==> src/verilog/rers_pkg.sv <==
`default_nettype none
package rers_pkg;
   // ****************************************
   // timing
   // ****************************************
   localparam int unsigned CLK_HZ          = 10_000_000;
   localparam int unsigned POR_MAX_MS      = 110;
   localparam int unsigned POR_CYCLES      = (POR_MAX_MS * (CLK_HZ / 1000));
   localparam int unsigned SYNC_STAGES     = 2;

   // ****************************************
   // carriers
   // ****************************************
   typedef struct packed {
      logic wlan_power_enable;
      logic bt_power_enable;
   } rers_enables_s;

   typedef struct packed {
      logic regulator_on;
      logic wlan_reset_b;
      logic bt_reset_b;
   } rers_controls_s;

   typedef enum logic [1:0] {
      RERS_OFF      = 2'b00,
      RERS_POR_WAIT = 2'b01,
      RERS_RUN      = 2'b10
   } rers_state_e;
endpackage
`default_nettype wire

==> src/verilog/rers_sequencer.sv <==
// Function
// - regulators on when either enable high
// - wlan enable high releases wlan reset
// - both enables low turns regulators off
// - bt low, wlan high holds bt reset
// - power-on reset releases within 110 ms
`default_nettype none
module rers_sequencer #(
   parameter int unsigned POR_CYCLES = rers_pkg::POR_CYCLES
) (
   input  wire logic CLK_IN,
   input  wire logic RST_B_IN,
   input  wire logic WLAN_POWER_ENABLE_IN,
   input  wire logic BT_POWER_ENABLE_IN,
   output logic      REGULATOR_ON_OUT,
   output logic      POR_DONE_OUT,
   output logic      WLAN_RESET_B_OUT,
   output logic      BT_RESET_B_OUT
);
   // ****************************************
   // input synchronisers
   // ****************************************
   rers_pkg::rers_enables_s sync1_q;
   rers_pkg::rers_enables_s en_q;

   always_ff @(posedge CLK_IN or negedge RST_B_IN) begin
      if (!RST_B_IN) begin
         sync1_q <= '0;
         en_q    <= '0;
      end else begin
         sync1_q <= '{WLAN_POWER_ENABLE_IN, BT_POWER_ENABLE_IN};
         en_q    <= sync1_q;
      end
   end

   // ****************************************
   // sequencing
   // ****************************************
   localparam int CW = $clog2(POR_CYCLES + 1);
   rers_pkg::rers_state_e  state_q;
   rers_pkg::rers_state_e  state_d;
   logic [CW-1:0]          por_cnt_q;
   rers_pkg::rers_controls_s ctl_d;
   rers_pkg::rers_controls_s ctl_q;
   logic                   any_en;

   assign any_en = en_q.wlan_power_enable | en_q.bt_power_enable;

   always_comb begin
      state_d = state_q;
      unique case (state_q)
         rers_pkg::RERS_OFF: begin
            if (any_en) begin
               state_d = rers_pkg::RERS_POR_WAIT;
            end
         end
         rers_pkg::RERS_POR_WAIT: begin
            if (!any_en) begin
               state_d = rers_pkg::RERS_OFF;
            end else if (por_cnt_q == CW'(POR_CYCLES - 1)) begin
               state_d = rers_pkg::RERS_RUN;
            end
         end
         rers_pkg::RERS_RUN: begin
            if (!any_en) begin
               state_d = rers_pkg::RERS_OFF;
            end
         end
         default: begin
            state_d = rers_pkg::RERS_OFF;
         end
      endcase
   end

   always_ff @(posedge CLK_IN or negedge RST_B_IN) begin
      if (!RST_B_IN) begin
         state_q <= rers_pkg::RERS_OFF;
      end else begin
         state_q <= state_d;
      end
   end

   // counter restarts on every cold start, so a short off pulse still waits a full por
   always_ff @(posedge CLK_IN or negedge RST_B_IN) begin
      if (!RST_B_IN) begin
         por_cnt_q <= '0;
      end else if (state_q == rers_pkg::RERS_POR_WAIT && any_en) begin
         por_cnt_q <= por_cnt_q + CW'(1);
      end else begin
         por_cnt_q <= '0;
      end
   end

   always_comb begin
      ctl_d.regulator_on = (state_d != rers_pkg::RERS_OFF);
      ctl_d.wlan_reset_b = (state_d == rers_pkg::RERS_RUN) & en_q.wlan_power_enable;
      ctl_d.bt_reset_b   = (state_d == rers_pkg::RERS_RUN) & en_q.bt_power_enable;
   end

   always_ff @(posedge CLK_IN or negedge RST_B_IN) begin
      if (!RST_B_IN) begin
         ctl_q <= '0;
      end else begin
         ctl_q <= ctl_d;
      end
   end

   assign REGULATOR_ON_OUT = ctl_q.regulator_on;
   assign WLAN_RESET_B_OUT = ctl_q.wlan_reset_b;
   assign BT_RESET_B_OUT   = ctl_q.bt_reset_b;
   assign POR_DONE_OUT     = (state_q == rers_pkg::RERS_RUN);
endmodule
`default_nettype wire

==> config.mk <==
export PLATFORM = sky130hd
export DESIGN_NAME = rers_sequencer
export DESIGN_NICKNAME = d
export VERILOG_FILES = /design/src/verilog/rers_pkg.sv /design/src/verilog/rers_sequencer.sv
export SDC_FILE = /design/constraint.sdc
export NUM_CORES = 1
export LEC_CHECK = 0
export BUFFER_PORTS_ARGS = -buffer_cell sky130_fd_sc_hd__buf_2
export CORE_MARGIN = 3
export CORE_UTILIZATION = 35
export CTS_BUF_LIST = sky130_fd_sc_hd__clkbuf_8
export DETAILED_ROUTE_END_ITERATION = 10
export GPL_TIMING_DRIVEN = 0
export HOLD_SLACK_MARGIN = 0.1
export PLACE_DENSITY = 0.56
export REMOVE_ABC_BUFFERS = 1
export SLEW_MARGIN = 25
export SYNTH_ARGS = -nofsm -noshare
export SYNTH_HDL_FRONTEND = slang
export SYNTH_SLANG_ARGS = --single-unit
==> constraint.sdc <==
create_clock -name CLK_IN -period 1.9 [get_ports CLK_IN]
set_input_delay 0.285 -clock CLK_IN [delete_from_list [all_inputs] [get_ports CLK_IN]]
set_output_delay 0.285 -clock CLK_IN [all_outputs]
set_load 0.01 [all_outputs]
# [After elaboration in Yosys (flattened, before gate mapping)]
# Index checks and enable logic that the tools add are counted.
[word_totals] register_bits=30 elab_cells=26 inputBits=4
[op_classes] eq_ne=4 addsub=1 muxes=6 reduce_logical=3 bitwise=3
[ops] operator="$add A21 B1 Y21 const B" n=1
[ops] operator="$eq A21 B21 Y1 const B" n=1
[ops] operator="$mux W21" n=1
[ops] operator="$mux W2" n=4
[ops] operator="$pmux W2 S3" n=1
[ops] operator="$eq A2 B2 Y1 const B" n=2
[ops] operator="$and A1 B1 Y1" n=2
[ops] operator="$eq A2 B1 Y1 const B" n=1
[ops] operator="$logic_not A2 Y1" n=1
[ops] operator="$reduce_bool A2 Y1" n=1
[ops] operator="$logic_and A1 B1 Y1" n=1
[ops] operator="$or A1 B1 Y1" n=1

# [Depth between registers and ports, before layout]
# Gate-level depths: netlist (run 1).
[depth] depth_word=6 mapped_depth=6

# [Worst setup path after synthesis (run 1)]
# OpenSTA, ideal clock, no wires.
[synth_path] kind="register to register" from="register por_cnt_q[0]" to="register por_cnt_q[18]" synth_period_minus_slack_ns=1.713 t_arrival_ns=1.647 path_slack_ns=0.187 path_stages_with_launch=7 required_time_ns=1.834 setup_ns=0.066 n_path_buf=1 cell_sequence="dfrtp_1 > ha_1 > and4_1 > clkbuf_1 > nand3_1 > or4_1 > nand2_1"
[synth_via] elab_chain_cells=2
[synth_rtl] element="start: declaration" line="rers_sequencer.sv:42" source="logic [CW-1:0] por_cnt_q;"
[synth_rtl] element="start signal: assignment" line="rers_sequencer.sv:88" source="por_cnt_q <= por_cnt_q + CW'(1);"
[synth_rtl] element="$add A21 B1 Y21" line="rers_sequencer.sv:88"
[synth_rtl] element="$mux W21" line="rers_sequencer.sv:87" source="end else if (state_q == rers_pkg::RERS_POR_WAIT && any_en) begin"
# No other way between the ends.

# [Worst setup path after layout (run 1)]
# Ends and elaborated chain as after synthesis.

==> impl_metrics.json, run 1 <==
{
  "cp.depth": 5,
  "fin_crit_ns": 1.77,
  "die_x_um": 68.1,
  "floorplan.die_area_mm2": 0.00463,
  "final_cell_area_mm2": 0.00155,
  "grtUsageTotal_pct": 13.5,
  "port_buffers": 7,
  "root_buffer": "clkbuf_8",
  "slew_violations": 0,
  "core_mm2": 0.00352,
  "post-cts-setup-buffers": 0,
  "antenna_found_initial": 0,
  "power_density_mw_per_mm2": 802,
  "clock_latency_ns": 0.28,
  "critPathLaunchType": "flip-flop",
  "final_cell_mix": "dfrtp_1, nor2_1, a21oi_1",
  "dp_hpwl_mm": 1.80,
  "drive_above_1_share_pct": 14.5,
  "critPathKind": "flip-flop to flip-flop",
  "synthSimpleGateAreaFrac_pct": 24.7,
  "io_pins": 8,
  "p_leak_nw": 0.657,
  "worstHoldPathCells": 0,
  "slowest_delay_ns": 0.51,
  "status": "finished, final reports clean",
  "synth_area_mm2": 0.00135,
  "path_cells": "ha_1, and4_2, nand3_2, or4_1, nand2_1",
  "yosys.area_share.adder_pct": 0.929,
  "synth_top_cell_by_area": "dfrtp_1",
  "fin_cells": 191,
  "areaGrowthSynthToFinish_pct": 15.1,
  "overflow": 0,
  "slowest_stage": "or4_1",
  "finalSetupTns_ns": 0,
  "initial_core_util_pct": 38.3,
  "final_common_cell": "dfrtp_1",
  "cts_tree": "built",
  "whs_ns": 0.341,
  "place_area_mm2": 0.00142,
  "crit_family": "simple AND/OR/NAND/NOR gates",
  "peakVddDrop_mv": 0.558,
  "path_buf_inv": 0,
  "worstPathArrival_ns": 1.99,
  "ys_seq_area_share_pct": 55.7,
  "fin_worst_skew_ns": 0.00767,
  "drt_iter0_markers": 35,
  "drc": 0,
  "fp.dieH_um": 68.1,
  "synthMuxAreaShare_pct": 0,
  "cap_violations": 0,
  "slew_headroom_pct": 56.6,
  "grt_pass1_wl_mm": 4.45,
  "vias_per_cell": 5.23,
  "netlist.area_leader.share_pct": 55.7,
  "num-nets-final": 149,
  "grt_max_degree": 31,
  "wl_mm": 2.63,
  "numCtsBuffers": 5,
  "dp.cells": 180,
  "clk_pin_slew_ns": 0.06,
  "synth_area_leaders": "dfrtp_1, nor2_1, xor2_1, nand4_1, a21oi_1",
  "fp-row-count": 21,
  "max_freq_mhz": 565,
  "preCtsSetupSlack_ns": -0.00393,
  "critPathRequiredTime_ns": 2.12,
  "clock-sinks": 30,
  "synth-warning-count": 0,
  "avgSynthCellArea_um2": 10.1,
  "h-tree-depth": 2,
  "worstPathMaxFanout": 7,
  "antennaDiodeCount": 0,
  "setup_viol": 0,
  "antenna_left": 0,
  "clockBufferDepth": 2,
  "synth_top_family_by_area": "simple AND/OR/NAND/NOR gates",
  "worstSetupEndpointType": "flip-flop",
  "routedWlPerCell_um": 13.7,
  "grt_pass1_vias": 981,
  "r2r_setup_slack_ns": 0.13,
  "synthXorXnorAreaFrac_pct": 6.50,
  "synth_compound_area_share_pct": 9.47,
  "hold_class": "flip-flop to flip-flop",
  "worst_slack_ns": 0.131,
  "rsz0062_at_grt": "false",
  "place_congestion": 0.754,
  "drt_pass1_iterations": 4,
  "ys_ff_latch": 30,
  "syn_inst": 133,
  "vias": 999,
  "tightestPinTransition_ns": 0.651,
  "post-route-period-util_pct": 93.1,
  "r2r_cells": 5,
  "finalHoldViolCount": 0,
  "ys_types": 28
}
[Yosys cell counts]
library cell,n
a211oi_1,1
a21o_1,1
a21oi_1,8
and2_1,2
and3_1,2
and4_1,4
buf_2,2
clkbuf_1,4
dfrtp_1,30
ha_1,1
inv_1,3
nand2_1,7
nand3_1,7
nand3_2,1
nand4_1,7
nor2_1,15
nor3_1,4
nor4_1,1
nor4b_1,1
o211ai_1,1
o21a_1,4
o21ai_0,7
or2_2,1
or3_1,6
or3_2,1
or4_1,2
xnor2_1,4
xor2_1,6
[worst paths after layout]
check | start | endpoint
max | por_cnt_q[0] | por_cnt_q[18]
min reg2reg | sync1_q[1] | en_q[1]
max in group asynchronous | RST_B_IN | sync1_q[1]
min | sync1_q[1] | en_q[1]
min in group asynchronous | RST_B_IN | por_cnt_q[15]
max reg2reg | por_cnt_q[0] | por_cnt_q[18]
[cell families (layout without fill, tap and decap cells)]
| group | after synthesis | in the layout |
|---|---|---|
| AO/OA/AOI/OAI | 22 | 22 |
| flip-flops | 30 | 30 |
| adder cells (fa/ha/maj) | 1 | 1 |
| XOR/XNOR | 10 | 10 |
| AND/OR/NAND/NOR | 61 | 61 |
| buffers and inverters | 9 | 21 |
[metrics by stage]
stage	power, mW	util, %
2_1_floorplan	0.711	-
3_3_place_gp	0.738	40.2
3_5_place_dp	0.740	40.2
4_1_cts	1.27	43.2
5_1_grt	1.31	44.1
6_report	1.24	44.1
[report_power, final]
part	total (mW)	leakage, nW	switching (mW)	internal, mW
sequential	0.674	0.400	0.0169	0.657
clock	0.512	0.0524	0.226	0.286
combinational	0.0595	0.205	0.0377	0.0218
total	1.24	0.657	0.280	0.964
[timing repair]
item                                    CTS  global route
endpoints found under the hold margin    30             2
endpoints found under the setup margin    2             7
resized for setup                         1             3
hold buffers                              1             2
[area by class of cell]
class,instances,area [um^2]
clock inverter,2,8.76
inverter,3,11.3
sequential,30,751
tap,46,57.6
timing repair buffer,10,65.1
multi-input combinational,94,576
clock buffer,6,82.6
fill,363,1970
[state kept, by name (all words and copies together), names as in the netlist]
signal	cells
por_cnt_q	21
en_q	2
state_q	2
sync1_q	2
BT_RESET_B_OUT	1
REGULATOR_ON_OUT	1
WLAN_RESET_B_OUT	1
[layer usage]
layer	up-vias	global-route usage (%)	share of wire, %
met4	0	6.45	1.9
met2	11	19.1	45
met3	5	5.91	3.6
li1	491	-	-
met1	492	17.5	49
met5	-	0	0
Note: power is estimated with default switching activity, not from simulation.
==> run 2: changes to the inputs <==
Settings changed: PLACE_DENSITY 0.56 to 0.52.
==> run 2 against run 1 <==
Setup slack got worse by 0.016 ns. Core utilization about the same. Clock-buffer cell count increased by 2. Wire length decreased by 1.1%. Combinational power decreased by 5.7%. First-iteration DRC count increased by 26%. Hold slack got worse by 0.23 ns. Sequential power about the same. Non-clock buffer count decreased by 2. Clock skew about the same. Total power increased by 7.3%. Critical path type unchanged. Critical endpoint is now por_cnt_q[17]. Largest cell class unchanged. Largest power group unchanged.
==> impl_metrics.json, run 2 (synthesis gave the netlist of run 1 again) <==
{
  "critPathRequiredTime_ns": 2.10,
  "cts_tree": "built",
  "max_freq_mhz": 560,
  "tightestPinTransition_ns": 0.650,
  "fin_crit_ns": 1.78,
  "wl_met2_mm": 1.21,
  "p_leak_nw": 0.650,
  "met1Wirelength_mm": 1.24,
  "top_layer_used": "met4",
  "power.internal_mw": 1.04,
  "critPathKind": "flip-flop to flip-flop",
  "floorplan.die_area_mm2": 0.00463,
  "critPathLaunchType": "flip-flop",
  "drt_pass1_iterations": 4,
  "antenna_found_initial": 0,
  "whs_ns": 0.110,
  "power_density_mw_per_mm2": 860,
  "drc": 0,
  "p_sw_share_pct": 22.0,
  "vias_per_cell": 5.22,
  "met3_length_um": 96,
  "total_power_mw": 1.34,
  "numCtsBuffers": 5,
  "rsz0062_at_grt": "false",
  "peakVddDrop_mv": 0.418,
  "fp-row-count": 21,
  "seqPwrFrac_pct": 50.4,
  "setup_viol": 0,
  "antenna_left": 0,
  "p_sw_uw": 294,
  "pwr-share-clk_pct": 45.4,
  "worstSetupEndpointType": "flip-flop",
  "areaGrowthSynthToFinish_pct": 15.2,
  "grt_pass1_vias": 987,
  "port_buffers": 7,
  "clock-sinks": 30,
  "grt_max_degree": 31,
  "antennaDiodeCount": 0,
  "finalSetupTns_ns": 0,
  "fin_worst_skew_ns": 0.00758,
  "h-tree-depth": 2,
  "routedWlPerCell_um": 13.7,
  "initial_core_util_pct": 38.3,
  "drive_above_1_share_pct": 16.8,
  "clock_latency_ns": 0.28,
  "slew_headroom_pct": 56.6,
  "place_congestion": 0.750,
  "grtUsageTotal_pct": 14.1,
  "hold_class": "input pin to flip-flop",
  "worstPathArrival_ns": 1.98,
  "p_comb_share_pct": 4.2,
  "largest_reg_flops": 21,
  "cap_violations": 0,
  "core_mm2": 0.00352,
  "fp.dieH_um": 68.1,
  "worstPathMaxFanout": 10,
  "final_cell_mix": "dfrtp_1, nor2_1, a21oi_1, clkbuf_8",
  "root_buffer": "clkbuf_8",
  "dp_hpwl_mm": 1.75,
  "clk_pin_slew_ns": 0.07,
  "overflow": 0,
  "io_pins": 8,
  "num-nets-final": 147,
  "nFillCells": 350,
  "slew_violations": 0,
  "vias": 986,
  "clockBufferDepth": 2,
  "drt_iter0_markers": 44,
  "wl_mm": 2.60,
  "finalHoldViolCount": 0,
  "status": "finished, final reports clean",
  "regMostFlops": "por_cnt_q",
  "final_common_cell": "dfrtp_1",
  "grt_pass1_wl_mm": 4.69,
  "post-route-period-util_pct": 93.9,
  "die_x_um": 68.1
}
-- run 2: worst paths after layout --
path / start / end / slack, ns / cells after the start
min reg2reg: sync1_q[1] / en_q[1] / 0.35 / 0
min in group asynchronous: RST_B_IN / REGULATOR_ON_OUT / 0.56 / 2
min: WLAN_POWER_ENABLE_IN / sync1_q[1] / 0.11 / 1
max reg2reg: por_cnt_q[9] / por_cnt_q[17] / 0.12 / 4
max in group asynchronous: RST_B_IN / por_cnt_q[3] / 0.86 / 2
max: por_cnt_q[9] / por_cnt_q[17] / 0.12 / 4
-- run 2: layout make-up --
cell class              count  area, um^2  share of cell area [%]
inverters                   3        11.3                   0.725
multi-input cells          94         576                    37.1
well taps                  46        57.6                    3.71
flip-flops and latches     30         753                    48.5
clock buffers               8         110                    7.09
repair buffers              8        45.0                    2.90
-- run 2: metal layers --
| metal | vias up | global-route usage [%] |
|---|---|---|
| li1 | 487 | - |
| met1 | 480 | 19.5 |
| met2 | 14 | 19.6 |
| met3 | 5 | 3.94 |
| met4 | 0 | 8.19 |
| met5 | - | 0 |
-- run 2: timing repair --
| action | CTS | global route |
|---|---|---|
| hold endpoints to repair | 30 | 0 |
| gates cloned | 0 | 0 |
| endpoints found under the setup margin | 5 | 3 |
| setup buffers | 0 | 0 |
| gates resized for setup | 2 | 4 |
| hold buffers | 1 | 0 |
-- run 2: power groups by stage --
stage               clock, mW  sequential, mW  combinational [mW]
floorplan                   0           0.681              0.0297
global placement            0           0.684              0.0551
CTS                     0.613           0.673              0.0588
finish                  0.606           0.673              0.0561
global route            0.648           0.677              0.0662
detailed placement          0           0.684              0.0564
-- run 2: worst max-delay path, stage by stage, from the launching register on --
cell	delay [ns]
dfrtp_1	0.48
inv_1	0.07
or4_4	0.61
or3_1	0.37
a21oi_1	0.16
-- run 2: metrics by stage --
| step | instances | instance area, um^2 | util, % | setup WS [ns] |
|---|---|---|---|---|
| 6_report | 189 | 1550 | 44.1 | 0.116 |
| 5_1_grt | 189 | 1550 | 44.1 | 0.0263 |
| 4_1_cts | 189 | 1540 | 43.9 | 0.00913 |
| 3_5_place_dp | 180 | 1420 | 40.2 | -0.0215 |
| 3_3_place_gp | 180 | 1420 | 40.2 | 0.0432 |
| 2_1_floorplan | 127 | 1320 | - | 0.215 |
==> run 3: changes to the inputs <==
Settings changed: CTS_BUF_LIST sky130_fd_sc_hd__clkbuf_8 to sky130_fd_sc_hd__clkbuf_16, HOLD_SLACK_MARGIN 0.1 to 0.15.
==> run 3 against run 2 <==
Core utilization rose by 1.3 points. Sequential share of layout area fell by 1.4 points. Clock-buffer cell count fell by 3. Setup slack improved by 0.011 ns. Final area rose by 3.0%. Wire length rose by 2.8%. Cell count rose by 1.1%. Combinational power rose by 8.2%. Flip-flop and latch count did not move. Global-route usage rose by 0.73 points. Critical path type unchanged.
==> impl_metrics.json, run 3 (synthesis gave the netlist of run 1 again) <==
{
  "multi_input_area_um2": 576,
  "dp_hpwl_mm": 1.75,
  "total_power_mw": 1.46,
  "num-nets-final": 149,
  "grt_pass1_wl_mm": 4.75,
  "r2r_setup_slack_ns": 0.13,
  "clock_latency_ns": 0.28,
  "place_congestion": 0.750,
  "setup_viol": 0,
  "p_leak_nw": 0.668,
  "fin_worst_skew_ns": 0.00599,
  "clock-sinks": 30,
  "r2r_start": "por_cnt_q[9]",
  "io_pins": 8,
  "h-tree-depth": 2,
  "drc": 0,
  "root_buffer": "clkbuf_16",
  "crit_family": "simple AND/OR/NAND/NOR gates",
  "cts_tree": "built",
  "antenna_left": 0,
  "status": "finished, final reports clean",
  "register_area_um2": 753,
  "cap_violations": 0,
  "fp-row-count": 21,
  "worstPathArrival_ns": 1.96,
  "worstHoldPathCells": 0,
  "slowest_delay_ns": 0.61,
  "antenna_found_initial": 0,
  "post-route-period-util_pct": 93.3,
  "path_buf_inv": 1,
  "slowest_stage": "or4_4",
  "critPathRequiredTime_ns": 2.09,
  "fin_crit_ns": 1.77,
  "vias_per_cell": 5.29,
  "vias": 1011,
  "holdCritStartpoint": "sync1_q[1]",
  "port_buffers": 7,
  "r2r-end": "por_cnt_q[17]",
  "areaGrowthSynthToFinish_pct": 18.7,
  "die_x_um": 68.1,
  "clk_pin_slew_ns": 0.05,
  "slew_violations": 0,
  "wl_mm": 2.67,
  "fp.dieH_um": 68.1,
  "power_density_mw_per_mm2": 914,
  "antennaDiodeCount": 0,
  "slew_headroom_pct": 56.0,
  "routedWlPerCell_um": 14.0,
  "worstSetupEndpointType": "flip-flop",
  "drt_pass1_iterations": 4,
  "hold_class": "flip-flop to flip-flop",
  "nFillCells": 347,
  "drive_above_1_share_pct": 14.5,
  "floorplan.die_area_mm2": 0.00463,
  "largest_reg_flops": 21,
  "drt_iter0_markers": 48,
  "critPathLaunchType": "flip-flop",
  "r2r_cells": 4,
  "overflow": 0,
  "clockBufferDepth": 2,
  "worstHoldEndpoint": "en_q[1]",
  "finalHoldViolCount": 0,
  "max_freq_mhz": 564,
  "grtUsageTotal_pct": 14.9,
  "final_common_cell": "dfrtp_1",
  "critPathKind": "flip-flop to flip-flop",
  "core_mm2": 0.00352,
  "grt_pass1_vias": 984,
  "finalSetupTns_ns": 0,
  "grt_max_degree": 31,
  "numCtsBuffers": 5,
  "initial_core_util_pct": 38.3,
  "final_cell_mix": "dfrtp_1, nor2_1, a21oi_1",
  "peakVddDrop_mv": 0.600,
  "tightestPinTransition_ns": 0.661,
  "rsz0062_at_grt": "false",
  "path_cells": "inv_1, or4_4, or3_1, a21oi_1",
  "regMostFlops": "por_cnt_q",
  "worstPathMaxFanout": 10
}
==> run 3: cell type report <==
class                   count  share of cell area, %
flip-flops and latches     30                   47.1
multi-input cells          94                   36.0
clock buffers               5                   7.82
repair buffers             10                   4.07
well taps                  46                   3.60
clock inverters             3                  0.704
inverters                   3                  0.704
==> run 3: worst max path at each step <==
stage | from | to | slack (ns) | depth (start not counted)
floorplan | por_cnt_q[2] | por_cnt_q[13] | 0.22 | 4
global placement | en_q[1] | por_cnt_q[18] | 0.04 | 4
detailed placement | por_cnt_q[3] | por_cnt_q[17] | -0.02 | 4
CTS | por_cnt_q[0] | por_cnt_q[18] | 0.01 | 5
global route | por_cnt_q[5] | por_cnt_q[17] | 0.03 | 4
finish | por_cnt_q[9] | por_cnt_q[17] | 0.13 | 4
==> run 3: metrics by stage <==
stage | cell area, um^2 | hold WS (ns) | worst slack [ns] | cells | util, %
after floorplan | 1320 | -0.0106 | 0.215 | 127 | -
after global placement | 1420 | 0.335 | 0.0432 | 180 | 40.2
after detailed placement | 1420 | 0.335 | -0.0215 | 180 | 40.2
after CTS | 1590 | 0.345 | 0.0123 | 191 | 45.2
after global routing | 1600 | 0.353 | 0.0303 | 191 | 45.4
final | 1600 | 0.344 | 0.127 | 191 | 45.4
==> run 3: per-layer routing <==
metal  share of wire [%]  track usage (%)
met1                  47             19.3
met2                  46             20.2
met3                 5.1             5.91
met4                 1.8             9.68
met5                   0                0
==> run 3: repair_timing <==
action,in CTS,in global routing
hold buffers,3,0
setup buffers,0,0
endpoints found under the hold margin,32,0
gates resized for setup,2,4
endpoints found under the setup margin,5,3
==> run 3: power by group <==
group / total (mW) / internal (mW) / switching, mW
clock network: 0.727 / 0.469 / 0.258
registers: 0.675 / 0.659 / 0.0161
logic: 0.0607 / 0.0221 / 0.0385
